===== src/core/fmwp_pkg.sv =====
// constants for the flash mode write protect block
// assumes an 8-bit peripheral store bus with 16-bit addresses
package fmwp_pkg;
    // ==========================================
    // register addresses
    localparam logic [15:0] ADDR_KEY = 16'hffc0;
    localparam logic [15:0] ADDR_STATUS = 16'hffc2;
    localparam logic [15:0] ADDR_MODE = 16'hffc4;
    // ==========================================
    // values and field positions
    localparam logic [7:0] KEY_VALUE = 8'ha5;
    localparam logic [7:0] STATUS_RESET = 8'h00;
    localparam logic [7:0] MODE_RESET_USER = 8'h08;
    localparam logic [7:0] MODE_RESET_ONBOARD = 8'h0c;
    localparam int BIT_ERR = 0;
    localparam int BIT_SEL_LO = 0;
    localparam int BIT_SEL_HI = 1;
    localparam int BIT_PIN = 2;
    localparam int BIT_WDIS = 3;
    localparam logic [1:0] SEL_PROHIBITED = 2'h2;
    // ==========================================
    // boot swap window: two 4 KB clusters
    localparam int CLUSTER_BITS = 12;
    localparam logic [15:0] BOOT_AREA_END = 16'h2000;
    // strap settle: two sync stages plus one load cycle
    localparam logic [1:0] INIT_CYCLES = 2'h3;
    // ==========================================
    typedef enum logic [1:0] {
        SEQ_IDLE = 2'b00,
        SEQ_KEYED = 2'b01,
        SEQ_FIRST = 2'b10,
        SEQ_INVERTED = 2'b11
    } fmwp_seq_t;
endpackage : fmwp_pkg


===== src/core/fmwp_top.sv =====
// flash mode control register with keyed unlock, status flag and boot swap
// assumes one store strobe per cycle from the cpu, pins asynchronous
`timescale 1ns/1ns
module fmwp_top (
    input wire logic i_sys_clk,
    input wire logic i_rst_n,
    // cpu store/load port
    input wire logic i_wr_en,
    input wire logic i_wr_periph,
    input wire logic i_wr_bit,
    input wire logic [2:0] i_wr_bitpos,
    input wire logic [15:0] i_wr_addr,
    input wire logic [7:0] i_wr_data,
    input wire logic i_rd_en,
    input wire logic [15:0] i_rd_addr,
    output logic [7:0] o_rd_data,
    // pins and firmware side
    input wire logic i_flash_mode_pin,
    input wire logic i_onboard_mode,
    input wire logic i_boot_flag,
    input wire logic [15:0] i_cpu_addr,
    input wire logic [15:0] i_fw_addr,
    output logic [15:0] o_flash_addr,
    output logic o_flash_write_enable,
    output logic [1:0] o_self_prog_mode,
    output logic o_boot_swap
);
    // ==========================================
    // pin synchronisers
    // the pin may move at any time; strap and boot flag are static
    logic [1:0] pin_sync_q;
    logic [1:0] onboard_sync_q;
    logic [1:0] boot_sync_q;
    always_ff @(posedge i_sys_clk or negedge i_rst_n) begin
        if (!i_rst_n) begin
            pin_sync_q <= 2'h0;
            onboard_sync_q <= 2'h0;
            boot_sync_q <= 2'h0;
        end else begin
            pin_sync_q <= {pin_sync_q[0], i_flash_mode_pin};
            onboard_sync_q <= {onboard_sync_q[0], i_onboard_mode};
            boot_sync_q <= {boot_sync_q[0], i_boot_flag};
        end
    end
    wire logic pin_level = pin_sync_q[1];
    wire logic onboard = onboard_sync_q[1];

    // ==========================================
    // store decode; a bit store merges into the current value
    logic [7:0] mode_q;
    logic [7:0] mode_d;
    logic [7:0] status_q;
    logic [7:0] status_d;
    logic [1:0] init_cnt_q;
    logic [7:0] mode_view;
    logic [7:0] mode_wdata;
    logic [7:0] status_wdata;
    wire logic init_done = (init_cnt_q == fmwp_pkg::INIT_CYCLES);
    wire logic hit_key = (i_wr_addr == fmwp_pkg::ADDR_KEY);
    wire logic hit_mode = (i_wr_addr == fmwp_pkg::ADDR_MODE);
    wire logic hit_status = (i_wr_addr == fmwp_pkg::ADDR_STATUS);
    // memory stores and stores during strap load never reach the tracker
    wire logic store = i_wr_en & i_wr_periph & init_done;
    wire logic st_key = store & ~i_wr_bit & hit_key;
    wire logic st_mode = store & hit_mode;
    wire logic st_status = store & hit_status;
    // a bit store to the key register is not a valid key access: ignored
    wire logic st_other = store & ~hit_mode & ~hit_key;

    always_comb begin
        mode_view = {4'h0, mode_q[fmwp_pkg::BIT_WDIS], pin_level, mode_q[1:0]};
        mode_wdata = i_wr_data;
        status_wdata = i_wr_data;
        if (i_wr_bit) begin
            mode_wdata = mode_view;
            mode_wdata[i_wr_bitpos] = i_wr_data[0];
            status_wdata = status_q;
            status_wdata[i_wr_bitpos] = i_wr_data[0];
        end
    end

    // ==========================================
    // unlock sequence tracker
    // idle -> keyed on key a5, keyed -> first on the target store,
    // first -> inverted on the exact inverse, inverted -> idle on the
    // repeat; only that last store commits. any slip drops back to idle,
    // so a stray write can never finish a half-done unlock
    fmwp_pkg::fmwp_seq_t seq_q;
    fmwp_pkg::fmwp_seq_t seq_d;
    logic [7:0] target_q;
    logic err_d;
    logic commit_d;
    always_comb begin
        seq_d = seq_q;
        err_d = 1'b0;
        commit_d = 1'b0;
        if (st_key) begin
            if (seq_q == fmwp_pkg::SEQ_IDLE && i_wr_data == fmwp_pkg::KEY_VALUE) begin
                seq_d = fmwp_pkg::SEQ_KEYED;
            end else begin
                err_d = 1'b1;
                seq_d = fmwp_pkg::SEQ_IDLE;
            end
        end else if (st_mode) begin
            case (seq_q)
                fmwp_pkg::SEQ_IDLE: begin
                    err_d = 1'b1;
                end
                fmwp_pkg::SEQ_KEYED: begin
                    seq_d = fmwp_pkg::SEQ_FIRST;
                end
                fmwp_pkg::SEQ_FIRST: begin
                    if (mode_wdata == ~target_q) begin
                        seq_d = fmwp_pkg::SEQ_INVERTED;
                    end else begin
                        err_d = 1'b1;
                        seq_d = fmwp_pkg::SEQ_IDLE;
                    end
                end
                fmwp_pkg::SEQ_INVERTED: begin
                    seq_d = fmwp_pkg::SEQ_IDLE;
                    if (mode_wdata == target_q &&
                        mode_wdata[1:0] != fmwp_pkg::SEL_PROHIBITED) begin
                        commit_d = 1'b1;
                    end else begin
                        err_d = 1'b1;
                    end
                end
                default: begin
                    seq_d = fmwp_pkg::SEQ_IDLE;
                end
            endcase
        end else if (st_other || st_status) begin
            if (seq_q != fmwp_pkg::SEQ_IDLE) begin
                err_d = 1'b1;
                seq_d = fmwp_pkg::SEQ_IDLE;
            end
        end
    end

    always_ff @(posedge i_sys_clk or negedge i_rst_n) begin
        if (!i_rst_n) begin
            seq_q <= fmwp_pkg::SEQ_IDLE;
        end else begin
            seq_q <= seq_d;
        end
    end

    // target value captured from the second store
    always_ff @(posedge i_sys_clk or negedge i_rst_n) begin
        if (!i_rst_n) begin
            target_q <= 8'h00;
        end else if (st_mode && seq_q == fmwp_pkg::SEQ_KEYED) begin
            target_q <= mode_wdata;
        end
    end

    // ==========================================
    // mode control register; reset value follows the mode strap
    // the strap is only valid once it has crossed both sync stages,
    // so the reset value is loaded late and stores wait for it
    always_ff @(posedge i_sys_clk or negedge i_rst_n) begin
        if (!i_rst_n) begin
            init_cnt_q <= 2'h0;
        end else if (!init_done) begin
            init_cnt_q <= init_cnt_q + 2'h1;
        end
    end

    always_comb begin
        mode_d = mode_q;
        if (!init_done) begin
            if (onboard) begin
                mode_d = fmwp_pkg::MODE_RESET_ONBOARD;
            end else begin
                mode_d = fmwp_pkg::MODE_RESET_USER;
            end
        end else if (commit_d) begin
            // pin level bit is not stored, it always reads the pin
            mode_d = 8'h00;
            mode_d[fmwp_pkg::BIT_WDIS] = mode_wdata[fmwp_pkg::BIT_WDIS];
            mode_d[fmwp_pkg::BIT_PIN] = mode_q[fmwp_pkg::BIT_PIN];
            mode_d[fmwp_pkg::BIT_SEL_HI] = mode_wdata[fmwp_pkg::BIT_SEL_HI];
            mode_d[fmwp_pkg::BIT_SEL_LO] = mode_wdata[fmwp_pkg::BIT_SEL_LO];
        end
    end

    always_ff @(posedge i_sys_clk or negedge i_rst_n) begin
        if (!i_rst_n) begin
            mode_q <= fmwp_pkg::MODE_RESET_USER;
        end else begin
            mode_q <= mode_d;
        end
    end

    // ==========================================
    // status register; a new error beats a clear in the same cycle
    // only bit 0 exists, the upper bits always read back as zero
    always_comb begin
        status_d = status_q;
        if (err_d) begin
            status_d[fmwp_pkg::BIT_ERR] = 1'b1;
        end else if (st_status && !status_wdata[fmwp_pkg::BIT_ERR]) begin
            status_d[fmwp_pkg::BIT_ERR] = 1'b0;
        end
    end

    always_ff @(posedge i_sys_clk or negedge i_rst_n) begin
        if (!i_rst_n) begin
            status_q <= fmwp_pkg::STATUS_RESET;
        end else begin
            status_q <= status_d;
        end
    end

    // ==========================================
    // read port; key register reads as zero
    // loads have no side effects, so polling cannot disturb an unlock
    always_ff @(posedge i_sys_clk or negedge i_rst_n) begin
        if (!i_rst_n) begin
            o_rd_data <= 8'h00;
        end else if (i_rd_en) begin
            case (i_rd_addr)
                fmwp_pkg::ADDR_MODE: o_rd_data <= mode_view;
                fmwp_pkg::ADDR_STATUS: o_rd_data <= status_q;
                default: o_rd_data <= 8'h00;
            endcase
        end
    end

    // ==========================================
    // flash side outputs
    logic [1:0] eff_sel;
    logic [15:0] raw_addr;
    logic [15:0] flash_addr_d;
    always_comb begin
        eff_sel = onboard ? 2'h0 : mode_q[1:0];
        raw_addr = eff_sel[fmwp_pkg::BIT_SEL_HI] ? i_fw_addr : i_cpu_addr;
        flash_addr_d = raw_addr;
        // only the two lowest clusters trade places, the rest map straight
        if (o_boot_swap && raw_addr < fmwp_pkg::BOOT_AREA_END) begin
            flash_addr_d = raw_addr ^ (16'h0001 << fmwp_pkg::CLUSTER_BITS);
        end
    end

    always_ff @(posedge i_sys_clk or negedge i_rst_n) begin
        if (!i_rst_n) begin
            o_boot_swap <= 1'b0;
        end else if (init_cnt_q == fmwp_pkg::INIT_CYCLES - 2'h1) begin
            // boot flag caught once per reset, so the swap holds until the next one
            o_boot_swap <= boot_sync_q[1];
        end
    end

    always_ff @(posedge i_sys_clk or negedge i_rst_n) begin
        if (!i_rst_n) begin
            o_flash_addr <= 16'h0000;
        end else begin
            o_flash_addr <= flash_addr_d;
        end
    end

    always_ff @(posedge i_sys_clk or negedge i_rst_n) begin
        if (!i_rst_n) begin
            o_self_prog_mode <= 2'h0;
        end else begin
            o_self_prog_mode <= eff_sel;
        end
    end

    // write enable needs both the control bit and the pin, never one alone
    always_ff @(posedge i_sys_clk or negedge i_rst_n) begin
        if (!i_rst_n) begin
            o_flash_write_enable <= 1'b0;
        end else begin
            o_flash_write_enable <= ~mode_q[fmwp_pkg::BIT_WDIS] & pin_level & init_done;
        end
    end
endmodule : fmwp_top


===== config.mk =====
export PLATFORM = sky130hd
export DESIGN_NAME = fmwp_top
export DESIGN_NICKNAME = d
export VERILOG_FILES = /design/src/core/fmwp_pkg.sv /design/src/core/fmwp_top.sv
export SDC_FILE = /design/constraint.sdc
export NUM_CORES = 1
export LEC_CHECK = 0
export BUFFER_PORTS_ARGS = -buffer_cell sky130_fd_sc_hd__buf_2
export CORE_ASPECT_RATIO = 1.75
export CORE_UTILIZATION = 51
export CTS_CLUSTER_SIZE = 28
export DETAILED_ROUTE_END_ITERATION = 8
export GPL_ROUTABILITY_DRIVEN = 0
export HOLD_SLACK_MARGIN = 0.03
export PLACE_DENSITY = 0.86
export SLEW_MARGIN = 20
export SYNTH_ARGS = -nofsm -noshare
export SYNTH_HDL_FRONTEND = slang
export SYNTH_SLANG_ARGS = --single-unit

===== constraint.sdc =====
create_clock -name i_sys_clk -period 4.2 [get_ports i_sys_clk]
set_clock_uncertainty 0.2 [all_clocks]
set_input_delay 0.84 -clock i_sys_clk [delete_from_list [all_inputs] [get_ports i_sys_clk]]
set_output_delay 0.84 -clock i_sys_clk [all_outputs]
set_load 0.02 [all_outputs]

==> results of run 1 <==
sequential cells by signal, indices dropped and copies added (netlist names), 3 cells and up:
| name | count |
|---|---|
| target_q | 8 |
| o_rd_data | 4 |
| o_flash_addr | 16 |
| mode_q | 3 |
layout by cell type (no fill, tap or decap), types with 4 or more instances in the layout:
cell	Yosys	final
ha_1	6	6
o21ai_0	12	12
mux2_2	16	16
a21oi_1	4	4
nand2_1	15	15
conb_1	1	4
mux2i_1	9	9
buf_2	3	106
xnor2_1	6	6
dfrtp_1	45	45
inv_1	16	16
clkbuf_8	0	5
nand4_1	5	5
nor3b_1	4	4
nor2_1	11	11
path summary, 6_finish.rpt:
path / slack (ns) / endpoint / from
setup / recovery: 1.02 / mode_q[1]$_DFFE_PN0P_ / i_wr_addr[0]
hold / removal: 0.16 / boot_sync_q[1]$_DFF_PN0_ / boot_sync_q[0]$_DFF_PN0_
setup reg to reg: 1.79 / mode_q[1]$_DFFE_PN0P_ / init_cnt_q[0]$_DFFE_PN0N_
hold reg to reg: 0.16 / boot_sync_q[1]$_DFF_PN0_ / boot_sync_q[0]$_DFF_PN0_
max in group asynchronous: 3.08 / mode_q[0]$_DFFE_PN0P_ / i_rst_n
min in group asynchronous: 0.32 / o_flash_addr[10]$_DFF_PN0_ / i_rst_n
power groups by stage:
stage | Sequential (mW) | Clock [mW] | Combinational [mW]
after floorplan | 0.488 | 0 | 0.0867
after global placement | 0.478 | 0 | 0.166
after detailed placement | 0.478 | 0 | 0.171
after CTS | 0.469 | 0.345 | 0.173
after global routing | 0.472 | 0.363 | 0.192
final | 0.469 | 0.338 | 0.172
per-stage QoR:
stage / cell area (um^2) / setup WS, ns / power [mW] / utilization [%] / hold WS [ns]
floorplan: 2480 / 0.970 / 0.575 / - / 0.131
global placement: 3010 / 0.779 / 0.643 / 64.6 / 0.136
detailed placement: 3010 / 0.718 / 0.649 / 64.6 / 0.136
CTS: 3130 / 1.03 / 0.987 / 67.1 / 0.158
global route: 3130 / 0.938 / 1.03 / 67.2 / 0.165
finish: 3130 / 1.02 / 0.980 / 67.2 / 0.155
per-layer routing:
| layer | global-route usage, % | vias up | part of all wire (%) |
|---|---|---|---|
| met5 | 0 | - | 0 |
| met4 | 8.97 | 0 | 2.5 |
| met3 | 4.69 | 9 | 4.8 |
| met2 | 45.5 | 86 | 58 |
| met1 | 26.1 | 1007 | 34 |
| li1 | - | 1022 | - |
cells by family (layout without fill, tap and decap cells):
| family | after synthesis | after routing |
|---|---|---|
| muxes | 25 | 25 |
| other | 1 | 4 |
| adders and majority gates | 6 | 6 |
| and+or+nand+nor | 75 | 75 |
| xor gates and xnor gates | 7 | 7 |
| DFF | 46 | 46 |
| buffers and inverters | 28 | 132 |
| AOI/OAI and AO/OA | 40 | 40 |
area by class of cell:
cell class	instances	share of cell area (%)
inverters	16	1.92
well taps	52	2.08
multi-input cells	157	38.1
clock buffers	5	2.20
repair buffers	108	17.4
flip-flops and latches	46	36.8
clock inverters	3	1.56
==> results.tsv, run 1 <==
metric	value	unit
ys flop type	dfrtp_1	
Commonest cells post-synth	dfrtp_1, inv_1, mux2_2	
Boundary Pins	112	
initial antenna violation count	0	
crit path cell chain	buf_2, or4_1, or4_4, nand2b_4, nor3b_4, and2_4, and3_4, mux2i_1	
# rows	33	
Reg2Reg Depth	7	
Startpoint Class	primary input	
Sequential Power Share	47.9	%
final worst path period share	75.8	%
synth warn	0	
Final HPWL DP	4500	um
Seq cells post-synth	46	
minimum clock period	3.18	ns
DR vias/cell	5.49	
status	completed	
ranking of synthesized cells by area	dfrtp_1, mux2_2, mux2i_1	
H-tree levels	2	
Die ar.	5130	um^2
Synth Area in XOR/XNOR	2.48	%
Syn Area/Cell	10.8	um^2
Synth area leader	dfrtp_1	
Antenna Nets Post-Route	0	
Psw	264	uW
Mapped Cells	228	
vias in the first global route	2116	
port buffer count	107	
DR vias	2124	
Multi-input gate area	1190	um^2
leakage	1.56	nW
Clock transition at path regs	0.09	ns
clock tree root driver cell	clkbuf_8	
DRC	0	
Iter 0 DRT Violations	58	
Compound-Gate Fraction of Synth Area	11.0	%
Starting Density	52.9	%
drt pass-1 iters	4	
nets	424	
wirelength, routed	5600	um
core footprint	4670	um^2
Arrival @ worst endpoint	3.21	ns
Max Slew Vio Count	0	
CTS buffer count	5	
Req. time, crit path	4.23	ns
share of total power in combinational logic	17.6	%
Async SR Flop Fraction	100	%
Pwr Density	313	nW/um^2
Crit. path cell count	8	
Final Setup Violations	0	
Int Pwr	716	uW
fill count	396	
max-cap violations	0	
combinational family with the most area after synthesis	simple AND/OR/NAND/NOR gates	
largest net degree at the start of global routing	47	
clock buffer depth	2	
post-synth top area share	45.6	%
cell area after synthesis	2470	um^2
CP Buf/Inv Count	1	
sequential share of the synthesized area	46.7	%
WHS Path Cells	0	
CTS tree	done	
Die Wd	54.6	um
clock network fraction of total power	34.5	%
mux cell area share after synthesis	11.0	%
Synth Area in Adders	3.04	%
share of cells above drive strength 1	44.2	%
Max-slew headroom	59.3	%
Layout Cells excl Fill	387	
fmax	314	MHz
post-CTS resize count	0	
RSZ-0062 raised after global routing	no	
slowest stage delay, CP	0.55	ns
final count of hold timing violations	0	
ANT cells	0	
setup_tns	0	ns
Crit path max-delay family	simple AND/OR/NAND/NOR gates	
CTS sink cnt	46	
Clk Latency, worst-skew pair	0.30	ns
gr usage total	24.8	%
slowest CP cell	or4_4	
peak supply drop	0.370	mV
Crit. End Element	register	
Max Fanout on Critical Path	10	
dpl cells	379	
Post-CTS Setup Repair Bufs	0	
Die H	94.0	um
grt ovf	0	
Hold Path Class	register to register	
Post-synth EDFFs	0	
Worst Setup Path Type	primary input to register	
count leader, synth	dfrtp_1	
register area	1150	um^2
area growth from synthesis to layout	27.0	%
first-pass GRT wire length	9220	um
post-synth cell types	60	
cts hold-fix bufs	0	
actual slew at the worst max-slew pin	0.605	ns
Sw Share	26.9	%
DR WL/cell	14.5	um
Synth Area in Simple Gates	20.3	%
(Power assumes the default switching activity.)
==> inputs of run 2 (changes only) <==
--- a/config.mk
+++ b/config.mk
@@ -5,14 +5,15 @@
 export SDC_FILE = /design/constraint.sdc
 export NUM_CORES = 1
 export LEC_CHECK = 0
+export ABC_AREA = 1
 export BUFFER_PORTS_ARGS = -buffer_cell sky130_fd_sc_hd__buf_2
 export CORE_ASPECT_RATIO = 1.75
-export CORE_UTILIZATION = 51
+export CORE_UTILIZATION = 43
 export CTS_CLUSTER_SIZE = 28
 export DETAILED_ROUTE_END_ITERATION = 8
 export GPL_ROUTABILITY_DRIVEN = 0
 export HOLD_SLACK_MARGIN = 0.03
-export PLACE_DENSITY = 0.86
+export PLACE_DENSITY = 0.77
 export SLEW_MARGIN = 20
 export SYNTH_ARGS = -nofsm -noshare
 export SYNTH_HDL_FRONTEND = slang
==> constraint.sdc (replaced) <==
create_clock -name i_sys_clk -period 2.6 [get_ports i_sys_clk]
set_clock_uncertainty 0.2 [all_clocks]
set_input_delay 0.52 -clock i_sys_clk [delete_from_list [all_inputs] [get_ports i_sys_clk]]
set_output_delay 0.52 -clock i_sys_clk [all_outputs]
set_load 0.02 [all_outputs]
==> run 2 against run 1 <==
Register-to-register slack got worse by 1.5 ns. Global-route usage decreased by 4.4 points. Synthesized cell count up 49%. Utilization decreased by 9.1 points. Worst setup slack got worse by 0.73 ns. Critical endpoint is now target_q[1]$_DFFE_PN0P_. Largest cell class unchanged. Largest power group unchanged. Highest routed layer unchanged.
==> results.tsv, run 2 <==
metric	value	unit	change
count leader, synth	nand2_1		
Multi-input gate area	1200	um^2	+0.21%
Top reg by flops	o_flash_addr		
Crit path max-delay family	simple AND/OR/NAND/NOR gates		
cell area after synthesis	2550	um^2	+3.3%
most common cell after layout, fill and taps aside	nand2_1		
final worst path period share	89.2	%	
synth warn	0		unchanged
final count of hold timing violations	0		unchanged
Max-slew headroom	62.1	%	+2.8 points
Seq cells post-synth	46		unchanged
clock buffer depth	2		unchanged
fill count	531		+34%
Clk Latency, worst-skew pair	0.30	ns	about the same
Sequential Power Share	48.7	%	+0.8 points
minimum clock period	2.32	ns	
status	completed		
Max Fanout on Critical Path	11		+1
Syn Area/Cell	7.50	um^2	-31%
setup_tns	0	ns	unchanged
Clock transition at path regs	0.09	ns	about the same
DR vias	2501		+18%
DR WL/cell	11.1	um	-24%
Top Registers	o_flash_addr (16), target_q (8), o_rd_data (4)		
reg-to-reg slack, setup	0.28	ns	-1.51 ns
Req. time, crit path	2.59	ns	-1.64 ns
Async SR Flop Fraction	100	%	unchanged
actual slew at the worst max-slew pin	0.568	ns	-0.0362 ns
slowest stage delay, CP	0.42	ns	-0.13 ns
share of cells above drive strength 1	30.8	%	-13 points
Post-CTS Setup Repair Bufs	0		unchanged
Arrival @ worst endpoint	2.31	ns	-0.90 ns
largest net degree at the start of global routing	47		unchanged
post-synth top area share	44.2	%	-1.5 points
peak supply drop	0.409	mV	+11%
Post-synth EDFFs	0		unchanged
Starting Density	45.3	%	-7.6 points
Psw	438	uW	+66%
Pwr Density	485	nW/um^2	+55%
DR vias/cell	4.75		-14%
Worst Setup Path Type	register to register		
H-tree levels	2		unchanged
Die Wd	60.2	um	+10%
post-synth cell types	29		-52%
DRC	0		unchanged
RR Endpoint	target_q[1]$_DFFE_PN0P_		
CTS sink cnt	46		unchanged
cts hold-fix bufs	0		unchanged
vias in the first global route	2420		+14%
Tot Pwr	1.58	mW	+62%
slowest CP cell	nand4_1		
ys flop type	dfrtp_1		
# rows	36		+9.1%
ranking of synthesized cells by area	dfrtp_1, nand2_1, nand3_1		
Crit. End Element	register		
Hold Path Class	primary input to asynchronous set/reset pin		
CP Buf/Inv Count	1		unchanged
launch point of the worst path	init_cnt_q[0]$_DFFE_PN0N_		
Reg2Reg Depth	5		-2
sequential share of the synthesized area	45.2	%	-1.5 points
drt pass-1 iters	4		unchanged
leakage	1.82	nW	+17%
initial antenna violation count	0		unchanged
grt ovf	0		unchanged
ANT cells	0		unchanged
clock tree root driver cell	clkbuf_8		
Final Setup Violations	0		unchanged
Die H	104	um	+10%
CTS tree	done		
most frequent cells in the layout	nand2_1, buf_2, dfrtp_1		
Iter 0 DRT Violations	140		+140%
Int Pwr	1.15	mW	+60%
wirelength, routed	5830	um	+4.0%
Synth area leader	dfrtp_1		
Mapped Cells	340		+49%
RSZ-0062 raised after global routing	no		
register area	1150	um^2	unchanged
worst r2r src	init_cnt_q[0]$_DFFE_PN0N_		
max-cap violations	0		unchanged
Max Slew Vio Count	0		unchanged
Antenna Nets Post-Route	0		unchanged
post-CTS resize count	0		unchanged
share of total power in combinational logic	16.4	%	-1.2 points
Sw Share	27.6	%	+0.73 points
gr usage total	20.4	%	-4.4 points
Boundary Pins	112		unchanged
crit path cell chain	ha_1, nand3_1, inv_1, nand4_1, mux2_2		
Commonest cells post-synth	nand2_1, dfrtp_1, inv_1		
CTS buffer count	5		unchanged
clock network fraction of total power	34.9	%	+0.4 points
area growth from synthesis to layout	28.2	%	
port buffer count	107		unchanged
Final HPWL DP	4740	um	+5.3%
Startpoint Class	register		
first-pass GRT wire length	9860	um	+7.0%
core footprint	5630	um^2	+21%
max reg flops	16		unchanged
nets	540		+27%
fmax	431	MHz	
Die ar.	6250	um^2	+22%
run 2: changes by cell type in the layout (fill, tap and decap cells not counted), sizes merged, moves of 4 or more:
cell	previous run	this run
or4	4	0
inv	17	43
nor3b	5	0
nand4	5	13
mux2i	9	2
o21ai	12	7
nor2	11	28
nand3	3	34
mux2	16	6
nand2	16	126
xnor2	6	2
run 2: final cells by class:
class,instances,area share [%]
timing repair buffer,109,16.8
tap,76,2.91
clock buffer,5,2.11
clock inverter,3,1.45
sequential,46,35.3
inverter,42,4.82
multi-input combinational,246,36.6
run 2: worst register-to-register path: stages (launching register included):
cell and delay, ns:
dfrtp_1 0.40, ha_1 0.38, nand3_1 0.21, inv_1 0.18, nand4_1 0.42, mux2_2 0.42
run 2: metal layers:
metal  vias up  part of all wire [%]  global-route usage [%]  wire length, um
met5         -                     0                       0                0
met4         0                   3.4                    9.30              196
met3        18                   5.6                    4.48              328
met2       103                    53                    37.2             3090
met1      1092                    38                    20.7             2210
li1       1288                     -                       -                -
run 2: cells by family (layout without fill, tap and decap cells):
group                    Yosys count  count (layout)  share of synthesized area, %
AO/OA/AOI/OAI                     15              15                          3.09
adder cells (fa/ha/maj)            6               6                          2.94
other                              1               4                         0.147
buffers and inverters             51             159                          8.34
AND/OR/NAND/NOR                  211             211                          36.2
XOR/XNOR                           2               2                         0.687
flip-flops                        46              46                          45.2
multiplexers                       8               8                          3.43
run 2: through the flow:
stage / instances / worst slack (ns) / hold slack, ns / utilization [%] / instance area (um^2)
2_1_floorplan: 343 / 0.702 / 0.0244 / - / 2560
3_3_place_gp: 519 / 0.363 / 0.132 / 56.0 / 3150
3_5_place_dp: 519 / 0.300 / 0.136 / 56.0 / 3150
4_1_cts: 527 / 0.284 / 0.107 / 58.0 / 3270
5_1_grt: 527 / 0.0999 / 0.0999 / 58.0 / 3270
6_report: 527 / 0.282 / 0.0858 / 58.0 / 3270
run 2: worst max path at each step:
stage	end	slack (ns)	depth (start not counted)
3_5_place_dp	target_q[1]$_DFFE_PN0P_	0.30	5
6_report	target_q[1]$_DFFE_PN0P_	0.28	5
2_1_floorplan	target_q[1]$_DFFE_PN0P_	0.70	7
3_3_place_gp	target_q[7]$_DFFE_PN0P_	0.36	5
5_1_grt	target_q[1]$_DFFE_PN0P_	0.1	5
4_1_cts	target_q[1]$_DFFE_PN0P_	0.28	5
run 2: power groups by stage:
| stage | clock (mW) | sequential, mW | combinational, mW |
|---|---|---|---|
| after floorplan | 0 | 0.797 | 0.121 |
| after CTS | 0.568 | 0.773 | 0.262 |
| after detailed placement | 0 | 0.787 | 0.261 |
| after global routing | 0.595 | 0.776 | 0.296 |
| final | 0.553 | 0.771 | 0.260 |
| after global placement | 0 | 0.785 | 0.256 |
==> inputs of run 3 (changes only) <==
--- a/config.mk
+++ b/config.mk
@@ -8,12 +8,12 @@
 export ABC_AREA = 1
 export BUFFER_PORTS_ARGS = -buffer_cell sky130_fd_sc_hd__buf_2
 export CORE_ASPECT_RATIO = 1.75
-export CORE_UTILIZATION = 43
+export CORE_UTILIZATION = 51
 export CTS_CLUSTER_SIZE = 28
 export DETAILED_ROUTE_END_ITERATION = 8
 export GPL_ROUTABILITY_DRIVEN = 0
 export HOLD_SLACK_MARGIN = 0.03
-export PLACE_DENSITY = 0.77
+export PLACE_DENSITY = 0.85
 export SLEW_MARGIN = 20
 export SYNTH_ARGS = -nofsm -noshare
 export SYNTH_HDL_FRONTEND = slang
==> constraint.sdc (replaced) <==
create_clock -name i_sys_clk -period 2.7 [get_ports i_sys_clk]
set_clock_uncertainty 0.2 [all_clocks]
set_input_delay 0.54 -clock i_sys_clk [delete_from_list [all_inputs] [get_ports i_sys_clk]]
set_output_delay 0.54 -clock i_sys_clk [all_outputs]
set_load 0.02 [all_outputs]
==> run 3 against run 2 <==
Register-to-register slack improved by 0.11 ns. Combinational power fell by 3%. Design area fell by 1.6%. Critical path depth did not move.
==> results.tsv, run 3 (same netlist as run 2, synthesis figures left out) <==
metric	value	unit	change
largest net degree at the start of global routing	47		unchanged
Die H	95.5	um	-8.0%
Final HPWL DP	4940	um	+4.3%
Iter 0 DRT Violations	108		-23%
peak supply drop	0.504	mV	+23%
post-CTS resize count	0		unchanged
max reg flops	16		unchanged
H-tree levels	2		unchanged
Antenna Nets Post-Route	0		unchanged
gr usage total	24.0	%	+3.6 points
initial antenna violation count	0		unchanged
Max Slew Vio Count	0		unchanged
core footprint	4750	um^2	-16%
area growth from synthesis to layout	26.2	%	
clock buffer depth	2		unchanged
CTS tree	done		
Req. time, crit path	2.69	ns	+0.10 ns
Die Wd	55.5	um	-7.9%
actual slew at the worst max-slew pin	0.568	ns	-0.000175 ns
most frequent cells in the layout	nand2_1, buf_2, dfrtp_1		
Layout Cells excl Fill	503		-4.6%
vias in the first global route	2430		+0.41%
grt ovf	0		unchanged
CTS sink cnt	46		unchanged
DR vias	2595		+3.8%
setup ws final	0.393	ns	+0.111 ns
final worst path period share	85.5	%	-3.7 points
CP Buf/Inv Count	1		unchanged
ANT cells	0		unchanged
slowest stage delay, CP	0.43	ns	about the same
setup_tns	0	ns	unchanged
RSZ-0062 raised after global routing	no		
Startpoint Class	register		
minimum clock period	2.31	ns	-0.0107 ns
Pwr Density	450	nW/um^2	-7.2%
drt pass-1 iters	4		unchanged
max-cap violations	0		unchanged
Arrival @ worst endpoint	2.30	ns	about the same
most common cell after layout, fill and taps aside	nand2_1		
Boundary Pins	112		unchanged
nets	540		unchanged
launch point of the worst path	init_cnt_q[0]$_DFFE_PN0N_		
Tot Pwr	1.45	mW	-8.7%
crit path cell chain	ha_1, nand3_1, inv_1, nand4_1, mux2_2		
Clk Latency, worst-skew pair	0.30	ns	about the same
cts hold-fix bufs	0		unchanged
Top Registers	o_flash_addr (16), target_q (8), o_rd_data (4)		
clock tree root driver cell	clkbuf_8		
# rows	33		-8.3%
port buffer count	107		unchanged
Starting Density	53.7	%	+8.4 points
DRC	0		unchanged
Max-slew headroom	62.1	%	about the same
final count of hold timing violations	0		unchanged
worst r2r src	init_cnt_q[0]$_DFFE_PN0N_		
Die ar.	5300	um^2	-15%
DR WL/cell	12.1	um	+9.0%
CTS buffer count	5		unchanged
leakage	1.81	nW	-0.60%
dpl cells	495		-4.6%
Clock transition at path regs	0.10	ns	about the same
share of cells above drive strength 1	30.8	%	unchanged
Top reg by flops	o_flash_addr		
Placement Setup Slack	0.378	ns	+0.0789 ns
Hold Path Class	primary input to asynchronous set/reset pin		
Post-CTS Setup Repair Bufs	0		unchanged
status	completed		
Crit. End Element	register		
Final Setup Violations	0		unchanged
first-pass GRT wire length	10100	um	+2.4%
slowest CP cell	mux2_2		
Max Fanout on Critical Path	11		unchanged
fill count	388		-27%
fmax	433	MHz	+0.46%
DR vias/cell	5.16		+8.7%
Crit path max-delay family	simple AND/OR/NAND/NOR gates		
Worst Setup Path Type	register to register		
wirelength, routed	6060	um	+4.1%
## run 3: per-layer routing
metal / wire (um) / global-route usage (%)
met3: 346 / 4.88
met5: 0 / 0
met2: 3460 / 47.3
met4: 109 / 11.0
met1: 2140 / 23.7
## run 3: cell type report
type | instances | area [um^2] | share of cell area [%]
multi-input cells | 246 | 1200 | 37.2
clock buffers | 5 | 68.8 | 2.14
well taps | 52 | 65.1 | 2.02
inverters | 42 | 158 | 4.90
clock inverters | 3 | 26.3 | 0.817
repair buffers | 109 | 551 | 17.1
flip-flops and latches | 46 | 1150 | 35.8
## run 3: through the flow
step                      hold WS, ns  util (%)  instance area, um^2
final                           0.103      67.7                 3220
after global routing            0.131      67.7                 3220
after CTS                       0.121      67.7                 3220
after detailed placement        0.137      65.7                 3120
after global placement          0.132      65.7                 3120
after floorplan                0.0444         -                 2560
## run 3: power breakdown
part / switching, mW / total (mW) / leakage, nW / internal (mW)
registers: 0.0241 / 0.744 / 0.573 / 0.720
logic: 0.152 / 0.253 / 1.18 / 0.101
clock network: 0.257 / 0.449 / 0.0495 / 0.193
total: 0.432 / 1.45 / 1.81 / 1.01
## run 3: path summary, 6_finish.rpt
path / to / slack [ns] / depth (start not counted)
max in group asynchronous: mode_q[3]$_DFFE_PN1P_ / 1.80 / 2
setup / recovery: target_q[4]$_DFFE_PN0P_ / 0.39 / 5
hold / removal: boot_sync_q[1]$_DFF_PN0_ / 0.10 / 2
hold reg to reg: boot_sync_q[1]$_DFF_PN0_ / 0.15 / 0
min in group i_sys_clk: boot_sync_q[0]$_DFF_PN0_ / 0.14 / 1
setup reg to reg: target_q[4]$_DFFE_PN0P_ / 0.39 / 5
